## src/common/adc_ctrl_consts.vh

```
// Constants for the converter control block: offsets, fields, reset values, timing
`ifndef ADC_CTRL_CONSTS_VH
`define ADC_CTRL_CONSTS_VH

// Register byte offsets on the bus
`define OFS_CONV_CTRL   6'h00
`define OFS_REF_CTRL    6'h04
`define OFS_MODE        6'h08
`define OFS_RESULT      6'h0C
`define OFS_IRQ_STATUS  6'h10
`define OFS_IRQ_CLEAR   6'h14
`define OFS_IRQ_ENABLE  6'h18

// Converter control register fields
`define CC_ENABLE_BIT   7
`define CC_START_BIT    6
`define CC_CHAN_MSB     3
`define CC_CHAN_LSB     0

// Reference control register field
`define RC_REF_BIT      7

// Mode register divider field
`define MD_DIV_MSB      6
`define MD_DIV_LSB      4

// Channel codes
`define CHAN_BANDGAP    4'hA
`define NUM_PINS        10

// Reset values
`define CHAN_RST        4'h0
`define DIV_RST         3'h0
`define RESULT_RST      8'h00

// Interrupt status bits
`define IRQ_DONE_BIT    0
`define IRQ_IGN_BIT     1
`define IRQ_W           2

// Comparator settling allowance per bit, in clock cycles
`define SETTLE_CYC      3'h4

// Converter sequencer states
`define ST_IDLE         2'h0
`define ST_ACQ_WAIT     2'h1
`define ST_ACQ          2'h2
`define ST_BIT          2'h3

`endif

```

## src/logic/adc_conversion_control.v

```verilog
// Converter control block: Wishbone registers, clock divider, channel routing
// Behaviour
// RULE_01: Bit 7 picks supply or external reference
// RULE_02: Conversion clock is system clock divided 1..128; conversion_clock_o toggles each tick, so it is divided 2..256
// RULE_03: Acquisition lasts exactly one conversion clock period
// RULE_04: Software aims for about 2 us period
// RULE_05: Eleven inputs: ten pins plus bandgap
// RULE_06: Pins are port A 0,3,4, B 7..1
// RULE_07: Software clears digital input enable on analog pins
// RULE_08: Software sets analog pins input, no pulls
// RULE_09: Writing start bit starts; reading 1 means done
// RULE_10: Software follows the documented setup order
// RULE_11: Eight-bit result, reference equals full scale 256
// RULE_12: Bandgap is never the conversion reference
// RULE_13: Writing zero to control disables converter
// RULE_14: Software uses /16 at 8 MHz, /8 at 4 MHz
// RULE_15: Start clears done; result updates at end only
// RULE_16: Start ignored while disabled; done unchanged
//
// The implementer's own choices: register access over Wishbone and the address map.
`timescale 1ns/1ns
`include "adc_ctrl_consts.vh"

module adc_conversion_control #(
    parameter RES_W = 8                      // Result width in bits
) (
    input  wire             clk_i,           // System clock, 250 MHz
    input  wire             rst_i,           // Synchronous reset, active high
    // Wishbone classic slave
    input  wire             cyc_i,           // Bus cycle
    input  wire             stb_i,           // Strobe
    input  wire             we_i,            // Write enable
    input  wire [5:0]       adr_i,           // Byte address
    input  wire [3:0]       sel_i,           // Byte lane selects
    input  wire [31:0]      dat_i,           // Write data
    output reg  [31:0]      dat_o,           // Read data
    output reg              ack_o,           // Acknowledge
    // Analog front end
    input  wire             comp_i,          // Comparator, asynchronous
    output reg              ref_ext_o,       // 1: external reference pin, 0: supply
    output reg  [9:0]       pin_sel_o,       // One-hot analog pin switch
    output reg              bandgap_sel_o,   // Bandgap routed to converter input
    output wire             analog_en_o,     // Converter powered
    output wire             sample_o,        // Sampling switch closed
    output wire [RES_W-1:0] dac_code_o,      // Trial level for the DAC
    output reg              conversion_clock_o, // Divided conversion clock
    // Interrupt
    output wire             irq_o            // Level, high while enabled event pending
);

    ////////////////////////////////////////////////////////////////////////////
    // Declarations

    reg              enable;                 // Converter enable
    reg  [3:0]       chan;                   // Channel code
    reg              done;                   // Completion flag read back in start bit
    reg  [2:0]       div_sel;                // Divider select, ratio 2**div_sel
    reg  [6:0]       div_cnt;                // Divider counter
    reg  [`IRQ_W-1:0] irq_status;            // Sticky events
    reg  [`IRQ_W-1:0] irq_enable;            // Event enables
    reg              comp_s1;                // Synchroniser stage 1
    reg              comp_s2;                // Synchroniser stage 2
    reg              comp_s3;                // Synchroniser stage 3
    reg              comp_f;                 // Filtered comparator level

    wire             bus_req;                // Bus request not yet answered
    wire             wr_lane0;               // Write of low byte lane
    wire             wr_cc;                  // Write to control register
    wire             start_req;              // Start bit written as 1
    wire             start_go;               // Start accepted
    wire             start_ign;              // Start refused
    wire             tick;                   // End of a conversion clock period
    wire [6:0]       div_last;               // Terminal count of the divider
    wire             busy;                   // Conversion running
    wire             conv_done;              // Conversion finished pulse
    wire [RES_W-1:0] result;                 // Latest result
    wire [`IRQ_W-1:0] irq_set;               // Events this cycle
    reg  [31:0]      next_dat;               // Read data being selected

    ////////////////////////////////////////////////////////////////////////////
    // Bus decode
    // Registers are eight bits wide; only lane 0 carries them, so a write
    // without sel_i[0] stores nothing.

    assign bus_req   = cyc_i & stb_i & ~ack_o;
    assign wr_lane0  = bus_req & we_i & sel_i[0];
    assign wr_cc     = wr_lane0 & (adr_i == `OFS_CONV_CTRL);
    assign start_req = wr_cc & dat_i[`CC_START_BIT];
    // Start needs the enable bit set in the same write; an enable already set is not enough [RULE_16]
    assign start_go  = start_req & dat_i[`CC_ENABLE_BIT] & ~busy;
    assign start_ign = start_req & ~dat_i[`CC_ENABLE_BIT];

    // Answer every request one cycle after it is seen, mapped or not
    always @(posedge clk_i) begin
        if (rst_i) begin
            ack_o <= 1'b0;
        end else begin
            ack_o <= bus_req;
        end
    end

    ////////////////////////////////////////////////////////////////////////////
    // Control register: enable, start/done, channel

    always @(posedge clk_i) begin
        if (rst_i) begin
            enable <= 1'b0;
            chan   <= `CHAN_RST;
            done   <= 1'b0;
        end else begin
            if (wr_cc) begin
                // All zeros clears enable and so shuts the converter [RULE_13]
                enable <= dat_i[`CC_ENABLE_BIT];
                chan   <= dat_i[`CC_CHAN_MSB:`CC_CHAN_LSB];
            end
            if (conv_done) begin
                // Finish reported through the start bit [RULE_09]
                done <= 1'b1;
            end else if (start_go) begin
                // A new conversion hides the old completion [RULE_15]
                done <= 1'b0;
            end
            // Refused start leaves done as it was [RULE_16]
        end
    end

    ////////////////////////////////////////////////////////////////////////////
    // Reference and divider registers

    always @(posedge clk_i) begin
        if (rst_i) begin
            ref_ext_o <= 1'b0;
            div_sel   <= `DIV_RST;
        end else begin
            if (wr_lane0 && adr_i == `OFS_REF_CTRL) begin
                // Single bit, two sources; bandgap has no path here [RULE_01] [RULE_12]
                ref_ext_o <= dat_i[`RC_REF_BIT];
            end
            if (wr_lane0 && adr_i == `OFS_MODE) begin
                div_sel <= dat_i[`MD_DIV_MSB:`MD_DIV_LSB];
            end
        end
    end

    ////////////////////////////////////////////////////////////////////////////
    // Conversion clock divider
    // Ratio is 2**div_sel, eight steps from 1 to 128 [RULE_02]

    assign div_last = (7'h01 << div_sel) - 7'h01;
    assign tick     = (div_cnt >= div_last);

    // Counter restarts on start so the first period is full length
    always @(posedge clk_i) begin
        if (rst_i) begin
            div_cnt            <= 7'h00;
            conversion_clock_o <= 1'b0;
        end else if (!enable || start_go || tick) begin
            div_cnt            <= 7'h00;
            conversion_clock_o <= enable & ~conversion_clock_o & ~start_go; // Toggles each tick: system clock divided 2..256, not the 1..128 of [RULE_02]
        end else begin
            div_cnt <= div_cnt + 7'h01;
        end
    end

    ////////////////////////////////////////////////////////////////////////////
    // Comparator synchroniser
    // Level accepted only when stages two and three agree; stage one feeds
    // stage two alone to keep metastability out of the decision logic.

    always @(posedge clk_i) begin
        if (rst_i) begin
            comp_s1 <= 1'b0;
            comp_s2 <= 1'b0;
            comp_s3 <= 1'b0;
            comp_f  <= 1'b0;
        end else begin
            comp_s1 <= comp_i;
            comp_s2 <= comp_s1;
            comp_s3 <= comp_s2;
            if (comp_s2 == comp_s3) begin
                comp_f <= comp_s3;
            end
        end
    end

    ////////////////////////////////////////////////////////////////////////////
    // Successive approximation
    // Eight trials against the selected reference; reference equal to input
    // reads 255, the top of a 256-step scale [RULE_11]

    sar_engine #(
        .RES_W    (RES_W)
    ) u_sar (
        .clk_i    (clk_i),
        .rst_i    (rst_i),
        .start_i  (start_go),
        .abort_i  (~enable),
        .tick_i   (tick),
        .comp_i   (comp_f),
        .busy_o   (busy),
        .sample_o (sample_o),
        .done_o   (conv_done),
        .code_o   (dac_code_o),
        .result_o (result)
    );

    assign analog_en_o = enable;

    ////////////////////////////////////////////////////////////////////////////
    // Input routing
    // Codes 0..9 are pins in order A0, A3, A4, B1..B7; 10 is bandgap;
    // higher codes select nothing [RULE_05] [RULE_06]

    genvar gi;
    generate
        for (gi = 0; gi < `NUM_PINS; gi = gi + 1) begin : g_pin
            always @(posedge clk_i) begin
                if (rst_i) begin
                    pin_sel_o[gi] <= 1'b0;
                end else begin
                    pin_sel_o[gi] <= enable & ({28'h0, chan} == gi); // [RULE_06]
                end
            end
        end
    endgenerate

    // Bandgap can only be an input, never the reference [RULE_05] [RULE_12]
    always @(posedge clk_i) begin
        if (rst_i) begin
            bandgap_sel_o <= 1'b0;
        end else begin
            bandgap_sel_o <= enable & (chan == `CHAN_BANDGAP);
        end
    end

    ////////////////////////////////////////////////////////////////////////////
    // Interrupt status
    // Set wins over a clear in the same cycle, so no event is lost

    assign irq_set[`IRQ_DONE_BIT] = conv_done;
    assign irq_set[`IRQ_IGN_BIT]  = start_ign;

    always @(posedge clk_i) begin
        if (rst_i) begin
            irq_status <= {`IRQ_W{1'b0}};
            irq_enable <= {`IRQ_W{1'b0}};
        end else begin
            if (wr_lane0 && adr_i == `OFS_IRQ_CLEAR) begin
                irq_status <= (irq_status & ~dat_i[`IRQ_W-1:0]) | irq_set;
            end else begin
                irq_status <= irq_status | irq_set;
            end
            if (wr_lane0 && adr_i == `OFS_IRQ_ENABLE) begin
                irq_enable <= dat_i[`IRQ_W-1:0];
            end
        end
    end

    assign irq_o = |(irq_status & irq_enable);

    ////////////////////////////////////////////////////////////////////////////
    // Read data
    // Unmapped and write-only offsets read zero

    always @* begin
        next_dat = 32'h00000000;
        case (adr_i)
            `OFS_CONV_CTRL: begin
                next_dat[`CC_ENABLE_BIT]            = enable;
                next_dat[`CC_START_BIT]             = done; // [RULE_09]
                next_dat[`CC_CHAN_MSB:`CC_CHAN_LSB] = chan;
            end
            `OFS_REF_CTRL: begin
                next_dat[`RC_REF_BIT] = ref_ext_o;
            end
            `OFS_MODE: begin
                next_dat[`MD_DIV_MSB:`MD_DIV_LSB] = div_sel;
            end
            `OFS_RESULT: begin
                next_dat[RES_W-1:0] = result; // [RULE_11]
            end
            `OFS_IRQ_STATUS: begin
                next_dat[`IRQ_W-1:0] = irq_status;
            end
            `OFS_IRQ_ENABLE: begin
                next_dat[`IRQ_W-1:0] = irq_enable;
            end
            default: begin
                next_dat = 32'h00000000;
            end
        endcase
    end

    // Data sampled with the request so it stands beside ack
    always @(posedge clk_i) begin
        if (rst_i) begin
            dat_o <= 32'h00000000;
        end else if (bus_req && !we_i) begin
            dat_o <= next_dat;
        end
    end

endmodule

```

## src/logic/sar_engine.v

```verilog
// Successive-approximation sequencer: one-period acquisition then eight bit trials
`timescale 1ns/1ns
`include "adc_ctrl_consts.vh"

module sar_engine #(
    parameter RES_W = 8                  // Result width in bits
) (
    input  wire             clk_i,       // System clock
    input  wire             rst_i,       // Synchronous reset, active high
    input  wire             start_i,     // Start pulse, only taken while idle
    input  wire             abort_i,     // Converter disabled: drop any conversion
    input  wire             tick_i,      // One pulse per conversion clock period
    input  wire             comp_i,      // Filtered comparator: input at or above trial level
    output wire             busy_o,      // Conversion in progress
    output reg              sample_o,    // Sampling switch closed
    output reg              done_o,      // One-cycle pulse at end of conversion
    output reg  [RES_W-1:0] code_o,      // Trial code toward the DAC
    output reg  [RES_W-1:0] result_o     // Last finished result
);

    reg [1:0]       state;               // Sequencer state
    reg [RES_W-1:0] trial;               // One-hot bit under trial
    reg [2:0]       settle;              // Settling counter for the current trial

    assign busy_o = (state != `ST_IDLE);

    ////////////////////////////////////////////////////////////////////////////
    // Sequencer
    // Each trial waits for settling and then the next tick, so the comparator
    // path through its synchroniser is always stable before it is judged.
    always @(posedge clk_i) begin
        done_o <= 1'b0;
        if (rst_i || abort_i) begin
            state    <= `ST_IDLE;
            sample_o <= 1'b0;
            code_o   <= {RES_W{1'b0}};
            trial    <= {RES_W{1'b0}};
            settle   <= 3'h0;
            if (rst_i) begin
                result_o <= `RESULT_RST;
            end
        end else begin
            case (state)
                `ST_IDLE: begin
                    if (start_i) begin
                        state <= `ST_ACQ_WAIT;
                    end
                end
                `ST_ACQ_WAIT: begin
                    // Align sampling to a period boundary [RULE_03]
                    if (tick_i) begin
                        sample_o <= 1'b1;
                        state    <= `ST_ACQ;
                    end
                end
                `ST_ACQ: begin
                    // Sample for exactly one conversion clock period [RULE_03]
                    if (tick_i) begin
                        sample_o <= 1'b0;
                        trial    <= {1'b1, {(RES_W-1){1'b0}}};
                        code_o   <= {1'b1, {(RES_W-1){1'b0}}};
                        settle   <= 3'h0;
                        state    <= `ST_BIT;
                    end
                end
                `ST_BIT: begin
                    if (settle != `SETTLE_CYC) begin
                        settle <= settle + 3'h1;
                    end else if (tick_i) begin
                        settle <= 3'h0;
                        trial  <= trial >> 1;
                        if (trial[0]) begin
                            // Last trial: result moves only now [RULE_15]
                            result_o <= comp_i ? code_o : (code_o & ~trial);
                            done_o   <= 1'b1;
                            code_o   <= {RES_W{1'b0}};
                            state    <= `ST_IDLE;
                        end else begin
                            code_o <= (comp_i ? code_o : (code_o & ~trial)) | (trial >> 1);
                        end
                    end
                end
                default: begin
                    state <= `ST_IDLE;
                end
            endcase
        end
    end

endmodule

```

## config.mk

```make
export PLATFORM = sky130hd
export DESIGN_NAME = adc_conversion_control
export DESIGN_NICKNAME = d
export VERILOG_FILES = /design/src/logic/adc_conversion_control.v /design/src/logic/sar_engine.v
export VERILOG_INCLUDE_DIRS = /design/src /design/src/common
export SDC_FILE = /design/constraint.sdc
export NUM_CORES = 1
export LEC_CHECK = 0
export BUFFER_PORTS_ARGS = -buffer_cell sky130_fd_sc_hd__buf_4
export CAP_MARGIN = 20
export CORE_ASPECT_RATIO = 0.8
export CORE_MARGIN = 4
export CORE_UTILIZATION = 47
export DETAILED_ROUTE_END_ITERATION = 8
export PLACE_DENSITY = 0.76
export RECOVER_POWER = 50
export SETUP_SLACK_MARGIN = 0.3
export SLEW_MARGIN = 5
export SYNTH_ARGS = -nofsm -noshare
export SYNTH_HDL_FRONTEND = slang
export SYNTH_HIERARCHICAL = 1
export SYNTH_SLANG_ARGS = --single-unit
```

## constraint.sdc

```tcl
create_clock -name clk_i -period 2.6 [get_ports clk_i]
set_input_delay 0.52 -clock clk_i [delete_from_list [all_inputs] [get_ports clk_i]]
set_output_delay 0.52 -clock clk_i [all_outputs]
set_load 0.01 [all_outputs]
```

# After elaboration in Yosys (flattened, before gate mapping)
# Index checks and enable logic that the tools add are counted.
[totals] regBits=77 latchBits=0 ram_bits=0 mem_bits_ro=0 out_inout_bits=57 n_memories=0
[op_classes] add_sub_neg=3 n_mul=0 div=0 magnitude_cmp=1 eq_ne=29 shift=1 muxes=37 n_bitwise=38 reduce_logical=27
[ops] op="8-bit 2-to-1 mux" n=13
[ops] op="8-bit one-hot mux with 2 select lines" n=2
[ops] op="1-bit AND" n=22
[ops] op="6-bit by 5-bit equality test with 1-bit output (second input constant)" n=3
[ops] op="4-bit by 3-bit equality test with 1-bit output (second input constant)" n=4
[ops] op="2-bit one-hot mux with 4 select lines" n=2
[ops] op="2-bit 2-to-1 mux" n=7
[ops] op="2-bit nonzero test" n=7
[ops] op="4-bit equality test (second input constant)" n=3
[ops] op="6-bit by 4-bit equality test with 1-bit output (second input constant)" n=2
[ops] op="2-bit != test (second input constant)" n=6
[ops] op="8-bit AND" n=1
[ops] op="4-bit by 2-bit equality test with 1-bit output (second input constant)" n=2
[ops] op="1-bit inverter" n=8
[ops] op="8-bit inverter" n=1
[ops] op="8-bit by 7-bit OR with 8-bit output" n=1
[ops] op="2-bit one-hot mux with 2 select lines" n=2
[ops] op="7-bit by 1-bit adder with 7-bit output (second input constant)" n=1
[ops] op="7-bit >= comparator" n=1
[ops] op="1-bit by 3-bit left shift with 7-bit output (first input constant)" n=1
[ops] op="7-bit by 1-bit subtractor with 7-bit output (second input constant)" n=1
[ops] op="6-bit by 3-bit equality test with 1-bit output (second input constant)" n=1
[ops] op="6-bit logical NOT" n=1
[ops] op="3-bit 2-to-1 mux" n=2
[ops] op="other kinds (25)" n=42

# Longest topological paths before layout
# Gate-level depths: netlist (run 1).
[depth] word_depth=11 depth_mapped=10 depth_no_buf=8

# By module
# The synthesis (run 1) kept the hierarchy.
[by_module_without_submodules] mod="adc_conversion_control" n_inst=1 cells_per_inst=251 area_per_inst_um2=2279.7 seq_area_each_um2=920.9
[by_module_without_submodules] mod="sar_engine" n_inst=1 cells_per_inst=142 area_per_inst_um2=1457.6 seq_area_each_um2=700.7

# Least setup slack after synthesis (run 1)
# No wires, ideal clock.
[synth_timing] kind="input to register" start="input port adr_i[5]" end="register u_sar.state[0]" setup_ns=0.072 t_arrival_ns=2.636 slack_ns=-0.108 cell_stages=6 path_buffers=0 cell_sequence="or4_4 -> nor4_4 -> and4b_2 -> and2b_2 -> a2111oi_4 -> mux2i_1"
[synth_between] elab_chain_cells=7
[synth_rtl] item="start: declaration" line_no="adc_conversion_control.v:33" text="input wire [5:0] adr_i,"
[synth_rtl] item="6-bit logical NOT"
[synth_rtl] item="1-bit AND" line_no="adc_conversion_control.v:87" text="assign wr_cc = wr_lane0 & (adr_i == `OFS_CONV_CTRL);"
[synth_rtl] item="1-bit AND" line_no="adc_conversion_control.v:88" text="assign start_req = wr_cc & dat_i[`CC_START_BIT];"
[synth_rtl] item="1-bit AND (2 in a row)" line_no="adc_conversion_control.v:90" text="assign start_go = start_req & dat_i[`CC_ENABLE_BIT] & ~busy;"
[synth_rtl] item="named net start_go" line_no="adc_conversion_control.v:70" text="wire start_go;"
[synth_rtl] item="2-bit != test (no line)"
[synth_rtl] item="6-bit AND reduction (no line)"
[synth_rtl] item="end signal: assignment" line_no="sar_engine.v:34" text="state <= `ST_IDLE;"
[synth_rtl] item="end signal: assignment" line_no="sar_engine.v:46" text="state <= `ST_ACQ_WAIT;"
[synth_rtl] item="end signal: assignment" line_no="sar_engine.v:53" text="state <= `ST_ACQ;"
[synth_rtl] item="end: declaration" line_no="sar_engine.v:21" text="reg [1:0] state;"
# The timed path passes the listed nets, and every way through them passes these cells.
# A chain may end at the register's enable or synchronous reset.

# Worst setup path in the final report (run 1)
[layout_timing] start="register div_sel[2]" end="register u_sar.state[0]"
[layout_between] elab_chain_cells=5 elab_cells_between_ends=7
[layout_rtl] item="start: declaration" line_no="adc_conversion_control.v:57" text="reg [2:0] div_sel;"
[layout_rtl] item="start signal: assignment" line_no="adc_conversion_control.v:133" text="div_sel <= `DIV_RST;"
[layout_rtl] item="start signal: assignment" line_no="adc_conversion_control.v:140" text="div_sel <= dat_i[`MD_DIV_MSB:`MD_DIV_LSB];"
[layout_rtl] item="1-bit by 3-bit left shift with 7-bit output (*)" line_no="adc_conversion_control.v:149" text="assign div_last = (7'h01 << div_sel) - 7'h01;"
[layout_rtl] item="7-bit by 1-bit subtractor with 7-bit output (*)" line_no="adc_conversion_control.v:149"
[layout_rtl] item="7-bit >= comparator (*)" line_no="adc_conversion_control.v:150" text="assign tick = (div_cnt >= div_last);"
[layout_rtl] item="named net tick" line_no="adc_conversion_control.v:72" text="wire tick;"
[layout_rtl] item="2-bit != test (no line)"
[layout_rtl] item="6-bit AND reduction (no line) (*)"
# Mark *: on every way through the listed nets, which the timed path passes. The rest lies on a longest branch.

==> results of run 1 <==
[cells in the final DEF, fill, tap and decap left out, types with 16 or more instances in the layout]
cell and count:
dfxtp_1 66, clkbuf_1 39, nand2_1 32, nor2_1 29, buf_4 29, conb_1 24, a21oi_1 21, nand3_1 20
mux2i_1 18, nand2b_1 18, ha_1 16
[logic make-up (layout without fill, tap and decap cells)]
group	after synthesis	after routing	synth area share
AO/OA/AOI/OAI	65	65	0.1245
multiplexers	19	19	0.05122
flip-flops	77	77	0.4339
buffers and inverters	50	95	0.08504
XOR/XNOR	5	5	0.01172
AND/OR/NAND/NOR	160	160	0.2390
other	1	24	0.001003
adder cells (fa/ha/maj)	16	16	0.05356
[area by class of cell]
| cell class | instances | area [um^2] |
|---|---|---|
| clock buffers | 15 | 177.7 |
| clock inverters | 1 | 5.005 |
| fillers | 718 | 3266 |
| inverters | 13 | 51.30 |
| multi-input cells | 289 | 1941 |
| flip-flops and latches | 77 | 1630 |
| well taps | 105 | 131.4 |
| repair buffers | 66 | 365.4 |
[through the flow]
step	instance area, um^2	hold slack (ns)
2_1_floorplan	3850	0.4138
3_3_place_gp	4159	0.4404
3_5_place_dp	4159	0.4388
4_1_cts	4369	0.3732
5_1_grt	4302	0.3718
6_report	4302	0.3866
[worst reg2reg max path, cell delays in order, from the launching register on]
cell	delay, ns
dfxtp_4	0.36
or3_1	0.37
ha_1	0.28
nand2b_4	0.12
a31oi_4	0.09
o21ai_4	0.21
buf_6	0.14
inv_4	0.04
a2111oi_4	0.40
mux2i_1	0.23
[registers in the layout, summed over array words and instances (netlist names), 2 cells and up]
register	flops
chan	4
dat_o	8
div_cnt	7
div_sel	3
irq_enable	2
irq_status	2
pin_sel_o	10
u_sar/code_o	8
u_sar/result_o	8
u_sar/settle	3
u_sar/state	2
u_sar/trial	8
[worst max path at each step]
stage / from / end / slack, ns / depth (start not counted)
2_1_floorplan: adr_i[5] / u_sar/state[0] / -0.03 / 6
3_3_place_gp: adr_i[5] / u_sar/state[0] / 0.01 / 7
3_5_place_dp: adr_i[5] / u_sar/state[0] / -0.05 / 7
4_1_cts: div_sel[0] / u_sar/state[0] / 0.26 / 9
5_1_grt: rst_i / u_sar/result_o[6] / 0.12 / 4
6_report: div_sel[2] / u_sar/state[0] / 0.28 / 9
[what timing repair did]
action                     CTS  global route
pin swaps                    1             6
buffers inserted             2             2
gates resized for setup      3            13
cloned                       0             0
setup endpoints to repair   18            28
[per-layer routing]
layer | global-route usage | up-vias
met5 | 0 | -
met4 | 0.05161 | 0
met3 | 0.05232 | 8
met2 | 0.2771 | 89
met1 | 0.2402 | 1427
li1 | - | 1479
[report_power, final]
part | switching (mW) | internal, mW | total, mW
sequential | 0.00534 | 1.21 | 1.21
clock | 0.410 | 0.432 | 0.841
combinational | 0.0639 | 0.0394 | 0.103
total | 0.479 | 1.68 | 2.16
==> qor.csv, run 1 <==
stage;metric;value;unit
clock_tree;cts_tree;built;
detailed_routing;wl;8.326;mm
detailed_routing;drtAntennaViolNets;0;
clock_tree;clock_path_buffers;2;
clock_tree;cts.htree.levels;3;
final_layout;drive_gt1_frac;0.1627;
timing;setup_slack;0.2820;ns
detailed_routing;highest_layer;met4;
worst_setup_path;cp-end-kind;flop;
detailed_routing;wl_met1;3.854;mm
worst_hold_path;hold_path_startpoint;comp_i;
synthesis;synth_cell_types;61;
synthesis;ys_async_sr_fraction;0;
timing;rsz0062_at_grt;true;
synthesis;synthCells;393;
worst_hold_path;holdPathStages;2;
worst_setup_path;critical-path-top-delay-family;compound AO/OA/AOI/OAI gates;
worst_setup_path;critical-path-max-stage-delay;0.40;ns
power;vdd_drop_max;0.3129;mV
global_routing;grt-ovfl-total;0;
worst_setup_path;cpMaxStageDelayCell;a2111oi_4;
floorplan;dieHeight;87.76;um
synthesis;synth_top_cell_area_share;0.3696;
timing;setup_violations;0;
final_layout;instances_no_fill;566;
floorplan;start_util;0.4939;
final_layout;syn_to_final_growth;15.10;%
worst_setup_path;path_class;flop to flop;
floorplan;core;7567;um^2
final_layout;layout.nets;520;
synthesis;synthTopCellsByArea;dfxtp_1 37%, edfxtp_1 6.4%, ha_1 5.4%;
detailed_routing;vias;3003;
detailed_routing;drc_errors;0;
synthesis;synth_common_cells;69 x dfxtp_1, 32 x nand2_1, 30 x nor2_1;
global_routing;grt_max_degree;36;
global_routing;first_global_vias;2712;
detailed_routing;wl_met2;3.837;mm
floorplan;dieArea;9452;um^2
worst_setup_path;critical_path_required;2.87;ns
detailed_routing;post_drt_wl_per_cell;14.71;um
detailed_routing;wl_met3;541;um
flow_run;maxCapViolCount;0;
synthesis;synth-edff-count;8;
synthesis;synth_most_common_cell;dfxtp_1;
run_status;run_status;completed;
worst_setup_path;r2r_cells;9;
power;power;2.155;mW
final_layout;antennaDiodeCount;0;
placed_design;dp_cells;546;
timing;fin_crit_sh;0.8915;
worst_setup_path;cp_max_fo;5;
timing;fmax;431.4;MHz
timing;drv_slew;0;
floorplan;die_w;107.7;um
placed_design;port_buffers;53;
timing;tns;0;ns
timing;worst_clock_skew;0.01030;ns
synthesis;ys.flop_type;dfxtp_1;
global_routing;grt.total_usage;0.1774;
detailed_routing;viasPerCell;5.306;
final_layout;final_util;0.5685;
synthesis;syn_area_per_cell;9.510;um^2
timing;tightest_slew;1.414;ns
synthesis;netlist.top_cell.by_area;dfxtp_1;
detailed_routing;firstDrtPassIters;5;
clock_tree;clk_latency;0.35;ns
worst_setup_path;reg2reg_to;u_sar/state[0];
floorplan;io_pins;105;
worst_setup_path;start_kind;flop;
clock_tree;clock_sinks;77;
worst_setup_path;cp.arrival;2.59;ns
detailed_routing;drt_iter0_drc;138;
floorplan;rows;28;
worst_hold_path;holdPathEnd;comp_s1;
clock_tree;numCtsBuffers;9;
worst_setup_path;crit_path_cell_trace;or3_1 -> ha_1 -> nand2b_4 -> a31oi_4 -> o21ai_4 -> buf_6 -> inv_4 -> a2111oi_4 -> mux2i_1;
placed_design;place_ws;-0.04618;ns
placed_design;dp_hpwl;6.158;mm
synthesis;synth.yosys.seq_area_share;0.4339;
worst_hold_path;holdCritPathClass;primary input to flop;
synthesis;ys_seq_elements;77;
global_routing;grt_antenna_before_repair;0;
clock_tree;clockRootBuffer;clkbuf_8;
global_routing;grt_pass1_wl;13.19;mm
timing;slew_headroom;0.05742;
clock_tree;cts-hold-fix-buffers;0;
worst_setup_path;cp.buffers_inverters;2;
placed_design;globalplace.congestion;0.8501;
timing;final-hold-violation-count;0;
power;total_leakage_power;1.577;nW
worst_setup_path;rrSetupSlack;0.28;ns
synthesis;ys_warn_count;6;
worst_setup_path;r2r_start;div_sel[2];
clock_tree;cts.clk_slew.worst_paths;0.07;ns
timing;fin_crit;2.318;ns
synthesis;syn-cell-area;3737;um^2
power;powerDensity;501.0;nW/um^2
Power figures use the tool's default switching activity.
==> run 2, diff against run 1 <==
--- a/config.mk
+++ b/config.mk
@@ -10,9 +10,9 @@
 export CAP_MARGIN = 20
 export CORE_ASPECT_RATIO = 0.8
 export CORE_MARGIN = 4
-export CORE_UTILIZATION = 47
+export CORE_UTILIZATION = 45
 export DETAILED_ROUTE_END_ITERATION = 8
-export PLACE_DENSITY = 0.76
+export PLACE_DENSITY = 0.73
 export RECOVER_POWER = 50
 export SETUP_SLACK_MARGIN = 0.3
 export SLEW_MARGIN = 5
==> run 2 against run 1 <==
Sequential share of layout area shrank 1.1 points. Hold slack worse by 0.0087 ns. Clock-buffer cell count is 5 lower.
==> qor.csv, run 2 (synthesized netlist as in run 1, its figures left out) <==
stage;metric;value;unit;change
worst_setup_path;cp-end-kind;flop;;
timing;worst_clock_skew;0.008766;ns;-0.001536 ns
clock_tree;clock_sinks;77;;unchanged
clock_tree;clk_latency;0.36;ns;about the same
worst_setup_path;path_class;flop to flop;;
timing;hold_ws;0.3780;ns;-0.008659 ns
timing;slew_headroom;0.02983;;-0.02759
power;p_seq_frac;0.480;;-0.082
placed_design;dp_hpwl;6.062;mm;-1.5%
power;swShare;0.2047;;-0.01746
global_routing;grt.total_usage;0.1723;;-0.005150
timing;rsz0062_at_grt;true;;
floorplan;dieArea;9836;um^2;+4.1%
global_routing;grt_pass1_wl;12.94;mm;-1.9%
floorplan;rows;29;;+3.6%
clock_tree;cts_tree;built;;
run_status;run_status;completed;;
global_routing;grt_antenna_before_repair;0;;unchanged
timing;setup_slack;0.2853;ns;+0.003297 ns
final_layout;antennaDiodeCount;0;;unchanged
final_layout;largest_register_ffs;10;;unchanged
floorplan;core;8019;um^2;+6.0%
power;powerDensity;569.5;nW/um^2;+14%
detailed_routing;viasPerCell;5.213;;-1.8%
final_layout;design_area;4427;um^2;+2.9%
global_routing;grt_max_degree;36;;unchanged
flow_run;maxCapViolCount;0;;unchanged
final_layout;fill_cells;766;;+6.7%
final_layout;final_common_cell;dfxtp_1;;
worst_setup_path;cp.arrival;2.60;ns;about the same
detailed_routing;firstDrtPassIters;5;;unchanged
clock_tree;clockRootBuffer;clkbuf_8;;
placed_design;place_ws;0.004003;ns;+0.05018 ns
final_layout;instances_no_fill;569;;+0.53%
timing;final-hold-violation-count;0;;unchanged
power;vdd_drop_max;0.3481;mV;+11%
timing;drv_slew;0;;unchanged
placed_design;dp_cells;549;;+0.55%
worst_setup_path;start_kind;flop;;
power;p_int;2.005;mW;+20%
final_layout;layout_common_cells;66 x dfxtp_1, 35 x clkbuf_1, 32 x nand2_1;;
detailed_routing;drc_errors;0;;unchanged
timing;fin_crit_sh;0.8903;;-0.001268
worst_setup_path;cp_max_fo;5;;unchanged
placed_design;globalplace.congestion;0.8705;;+2.4%
detailed_routing;post_drt_wl_per_cell;14.84;um;+0.86%
timing;setup_violations;0;;unchanged
power;total_leakage_power;1.615;nW;+2.4%
floorplan;io_pins;105;;unchanged
worst_hold_path;holdCritPathClass;primary input to flop;;
global_routing;first_global_vias;2674;;-1.4%
placed_design;placed_area;4163;um^2;about the same
placed_design;port_buffers;53;;unchanged
clock_tree;cts-hold-fix-buffers;0;;unchanged
detailed_routing;wl;8.442;mm;+1.4%
worst_setup_path;critical_path_required;2.89;ns;+0.02 ns
timing;fin_crit;2.315;ns;-0.003297 ns
power;p_switching;0.5161;mW;+7.8%
floorplan;dieHeight;89.51;um;+2.0%
detailed_routing;drtAntennaViolNets;0;;unchanged
timing;fmax;432.0;MHz;+0.14%
floorplan;start_util;0.4661;;-0.02782
global_routing;grt-ovfl-total;0;;unchanged
power;p_comb_frac;0.041;;-0.007
clock_tree;numCtsBuffers;9;;unchanged
final_layout;drive_gt1_frac;0.1757;;+0.01302
detailed_routing;vias;2966;;-1.2%
detailed_routing;drt_iter0_drc;101;;-27%
final_layout;syn_to_final_growth;18.45;%;
final_layout;layout.nets;520;;unchanged
final_layout;regMostFlops;pin_sel_o;;
power;power;2.521;mW;+17%
clock_tree;clock_path_buffers;2;;unchanged
timing;tightest_slew;1.455;ns;+0.04138 ns
floorplan;die_w;109.9;um;+2.0%
clock_tree;cts.clk_slew.worst_paths;0.08;ns;about the same
power;clkPwrFrac;0.479;;+0.089
clock_tree;cts.htree.levels;3;;unchanged
==> run 2: worst paths after layout <==
| check | endpoint | from | slack (ns) | cells after the start |
|---|---|---|---|---|
| hold reg to reg | comp_s2 | comp_s1 | 0.45 | 1 |
| hold / removal | comp_s1 | comp_i | 0.38 | 2 |
| setup / recovery | u_sar/state[1] | div_sel[1] | 0.29 | 9 |
| setup reg to reg | u_sar/state[1] | div_sel[1] | 0.29 | 9 |
==> run 2: critical path: stages, from the launching register on <==
cell       delay [ns]
dfxtp_4          0.36
or3_4            0.40
ha_4             0.27
nand2b_4         0.12
a31oi_4          0.08
o21ai_4          0.19
buf_6            0.16
inv_6            0.04
a2111oi_4        0.39
mux2i_1          0.23
==> run 2: layer usage <==
metal	global-route usage	share of wire	vias up
met5	0	0	-
met4	0.07135	0.022	0
met3	0.04549	0.053	17
met2	0.2665	0.46	63
met1	0.2291	0.47	1406
li1	-	-	1480
==> run 2: cell type report <==
class	instances	area, um^2	area share
inverter	13	53.80	0.01215
clock inverter	6	133.9	0.03024
sequential	77	1630	0.3683
clock buffer	10	137.6	0.03109
timing repair buffer	66	365.4	0.08253
multi-input combinational	289	1971	0.4452
tap	108	135.1	0.03053
==> run 2: power by group through the flow <==
| stage | combinational, mW | clock (mW) | sequential [mW] |
|---|---|---|---|
| final | 0.103 | 1.21 | 1.21 |
| after global routing | 0.114 | 1.28 | 1.21 |
| after CTS | 0.105 | 1.24 | 1.21 |
| after detailed placement | 0.104 | 0 | 1.24 |
| after global placement | 0.102 | 0 | 1.24 |
| after floorplan | 0.0865 | 0 | 1.24 |
==> run 2: through the flow <==
stage	utilization	TNS [ns]
after floorplan	-	-0.06127
final	0.5520	0
after detailed placement	0.5191	0
after CTS	0.5592	0
after global placement	0.5191	0
after global routing	0.5520	0
==> run 2: timing repair <==
item	4_1_cts	5_1_grt
buffers inserted	4	0
endpoints found under the setup margin	18	23
pin swaps	1	4
resized for setup	8	11
==> run 3, diff against run 2 <==
--- a/config.mk
+++ b/config.mk
@@ -8,7 +8,7 @@
 export LEC_CHECK = 0
 export BUFFER_PORTS_ARGS = -buffer_cell sky130_fd_sc_hd__buf_4
 export CAP_MARGIN = 20
-export CORE_ASPECT_RATIO = 0.8
+export CORE_ASPECT_RATIO = 0.9
 export CORE_MARGIN = 4
 export CORE_UTILIZATION = 45
 export DETAILED_ROUTE_END_ITERATION = 8
==> run 3 against run 2 <==
Maximum frequency shrank 0.62%. Flip-flop and latch count is the same. Core utilization shrank 0.88 points. Register-to-register slack is essentially flat. Worst setup slack lost 0.015 ns. Clock skew shrank 0.0010 ns. Hold slack gained 0.017 ns. Sequential share of layout area grew 0.37 points. Via count shrank 1.9%. Final cell count shrank 1.9%. Clock power shrank 12%. Combinational power is essentially flat. Largest cell class unchanged. Largest power group unchanged. Highest routed layer unchanged.
==> qor.csv, run 3 (synthesized netlist as in run 1, its figures left out) <==
stage;metric;value;unit;change
global_routing;grt-ovfl-total;0;;unchanged
worst_setup_path;cp_max_fo;5;;unchanged
clock_tree;numCtsBuffers;9;;unchanged
detailed_routing;firstDrtPassIters;4;;-1
flow_run;maxCapViolCount;0;;unchanged
timing;fin_crit;2.329;ns;+0.01452 ns
placed_design;dp_cells;539;;-1.8%
floorplan;core;8068;um^2;+0.61%
timing;tns;0;ns;unchanged
timing;drv_slew;0;;unchanged
timing;fmax;429.3;MHz;-0.62%
clock_tree;cts_tree;built;;
detailed_routing;vias;2910;;-1.9%
timing;final-hold-violation-count;0;;unchanged
power;powerDensity;543.3;nW/um^2;-4.6%
floorplan;dieHeight;94.46;um;+5.5%
power;total_leakage_power;1.592;nW;-1.4%
clock_tree;clk_latency;0.35;ns;about the same
detailed_routing;drt_iter0_drc;102;;+0.99%
worst_setup_path;cp.arrival;2.60;ns;about the same
worst_hold_path;holdCritPathClass;primary input to flop;;
detailed_routing;drtAntennaViolNets;0;;unchanged
placed_design;placed_area;4144;um^2;-0.45%
placed_design;dp_hpwl;6.085;mm;+0.37%
worst_setup_path;r2r_cells;9;;unchanged
placed_design;place_ws;-0.01468;ns;-0.01868 ns
clock_tree;cts.clk_slew.worst_paths;0.08;ns;about the same
final_layout;drive_gt1_frac;0.1721;;-0.003592
clock_tree;clock_path_buffers;2;;unchanged
timing;slew_headroom;0.01475;;-0.01508
final_layout;design_area;4383;um^2;-0.99%
detailed_routing;wl;8.250;mm;-2.3%
final_layout;instances_no_fill;558;;-1.9%
floorplan;io_pins;105;;unchanged
placed_design;globalplace.congestion;0.8867;;+1.9%
final_layout;syn_to_final_growth;17.27;%;
placed_design;port_buffers;53;;unchanged
worst_hold_path;holdPathStages;2;;unchanged
final_layout;regMostFlops;pin_sel_o;;
run_status;run_status;completed;;
final_layout;largest_register_ffs;10;;unchanged
detailed_routing;viasPerCell;5.215;;about the same
clock_tree;clock_sinks;77;;unchanged
global_routing;grt.total_usage;0.1690;;-0.003329
global_routing;grt_max_degree;36;;unchanged
timing;setup_violations;0;;unchanged
timing;worst_clock_skew;0.007750;ns;-0.001016 ns
global_routing;grt_pass1_wl;13.46;mm;+4.0%
floorplan;die_w;104.1;um;-5.3%
worst_setup_path;start_kind;flop;;
final_layout;layout_common_cells;66 x dfxtp_1, 34 x clkbuf_1, 32 x nand2_1;;
timing;hold_ws;0.3950;ns;+0.01706 ns
final_layout;fill_cells;736;;-3.9%
detailed_routing;post_drt_wl_per_cell;14.78;um;-0.35%
worst_setup_path;cp-end-kind;flop;;
worst_setup_path;critical_path_required;2.87;ns;-0.02 ns
global_routing;grt_antenna_before_repair;0;;unchanged
detailed_routing;drc_errors;0;;unchanged
final_layout;final_common_cell;dfxtp_1;;
final_layout;layout.nets;518;;-0.38%
timing;tightest_slew;1.478;ns;+0.02262 ns
power;vdd_drop_max;0.3311;mV;-4.9%
timing;setup_slack;0.2708;ns;-0.01452 ns
timing;fin_crit_sh;0.8959;;+0.005583
global_routing;first_global_vias;2808;;+5.0%
floorplan;dieArea;9829;um^2;about the same
clock_tree;cts.htree.levels;3;;unchanged
clock_tree;clockRootBuffer;clkbuf_8;;
final_layout;antennaDiodeCount;0;;unchanged
timing;rsz0062_at_grt;true;;
worst_setup_path;path_class;flop to flop;;
floorplan;rows;31;;+6.9%
floorplan;start_util;0.4632;;-0.002819
==> run 3: final cells by class <==
class / count / area, um^2 / area share
Multi-Input combinational cell: 289 / 1973 / 0.4502
Sequential cell: 77 / 1630 / 0.3720
Timing Repair Buffer: 64 / 360.3 / 0.08222
Clock buffer: 10 / 127.6 / 0.02912
Tap cell: 99 / 123.9 / 0.02826
Clock inverter: 6 / 111.4 / 0.02541
Inverter: 13 / 56.30 / 0.01285
==> run 3: worst max-delay path, cell delays in order, from the launching register on <==
cell	delay (ns)
dfxtp_4	0.36
or3_4	0.39
ha_4	0.26
nand2b_4	0.12
a31oi_4	0.09
o21ai_4	0.19
buf_6	0.16
inv_8	0.04
a2111oi_4	0.40
mux2i_1	0.24
==> run 3: repair_timing <==
action | CTS | global route
resized for setup | 6 | 14
hold buffers | 0 | 0
pin swaps | 1 | 5
setup endpoints to repair | 11 | 26
buffers inserted | 2 | 1
==> run 3: metrics by stage <==
step | power [mW] | util
CTS | 2.415 | 0.5478
floorplan | 1.325 | -
finish | 2.381 | 0.5433
global placement | 1.341 | 0.5136
detailed placement | 1.343 | 0.5136
global route | 2.474 | 0.5433
==> run 3: power by group <==
| group | internal (mW) | switching, mW | total [mW] |
|---|---|---|---|
| clock network | 0.638 | 0.430 | 1.07 |
| logic | 0.0392 | 0.0636 | 0.103 |
| registers | 1.21 | 0.00561 | 1.21 |
| total | 1.88 | 0.499 | 2.38 |
==> run 3: worst paths after layout <==
kind	startpoint	endpoint	slack, ns
hold / removal	comp_i	comp_s1	0.40
setup / recovery	div_sel[1]	u_sar/state[0]	0.27
setup reg to reg	div_sel[1]	u_sar/state[0]	0.27
hold reg to reg	comp_s1	comp_s2	0.45
==> run 3: layer usage <==
metal / vias to the layer above / track usage / routed length (um)
met4: 0 / 0.04319 / 45
met1: 1364 / 0.2183 / 3811
met5: - / 0 / 0
met2: 66 / 0.2803 / 3943
met3: 6 / 0.04921 / 449
li1: 1474 / - / -
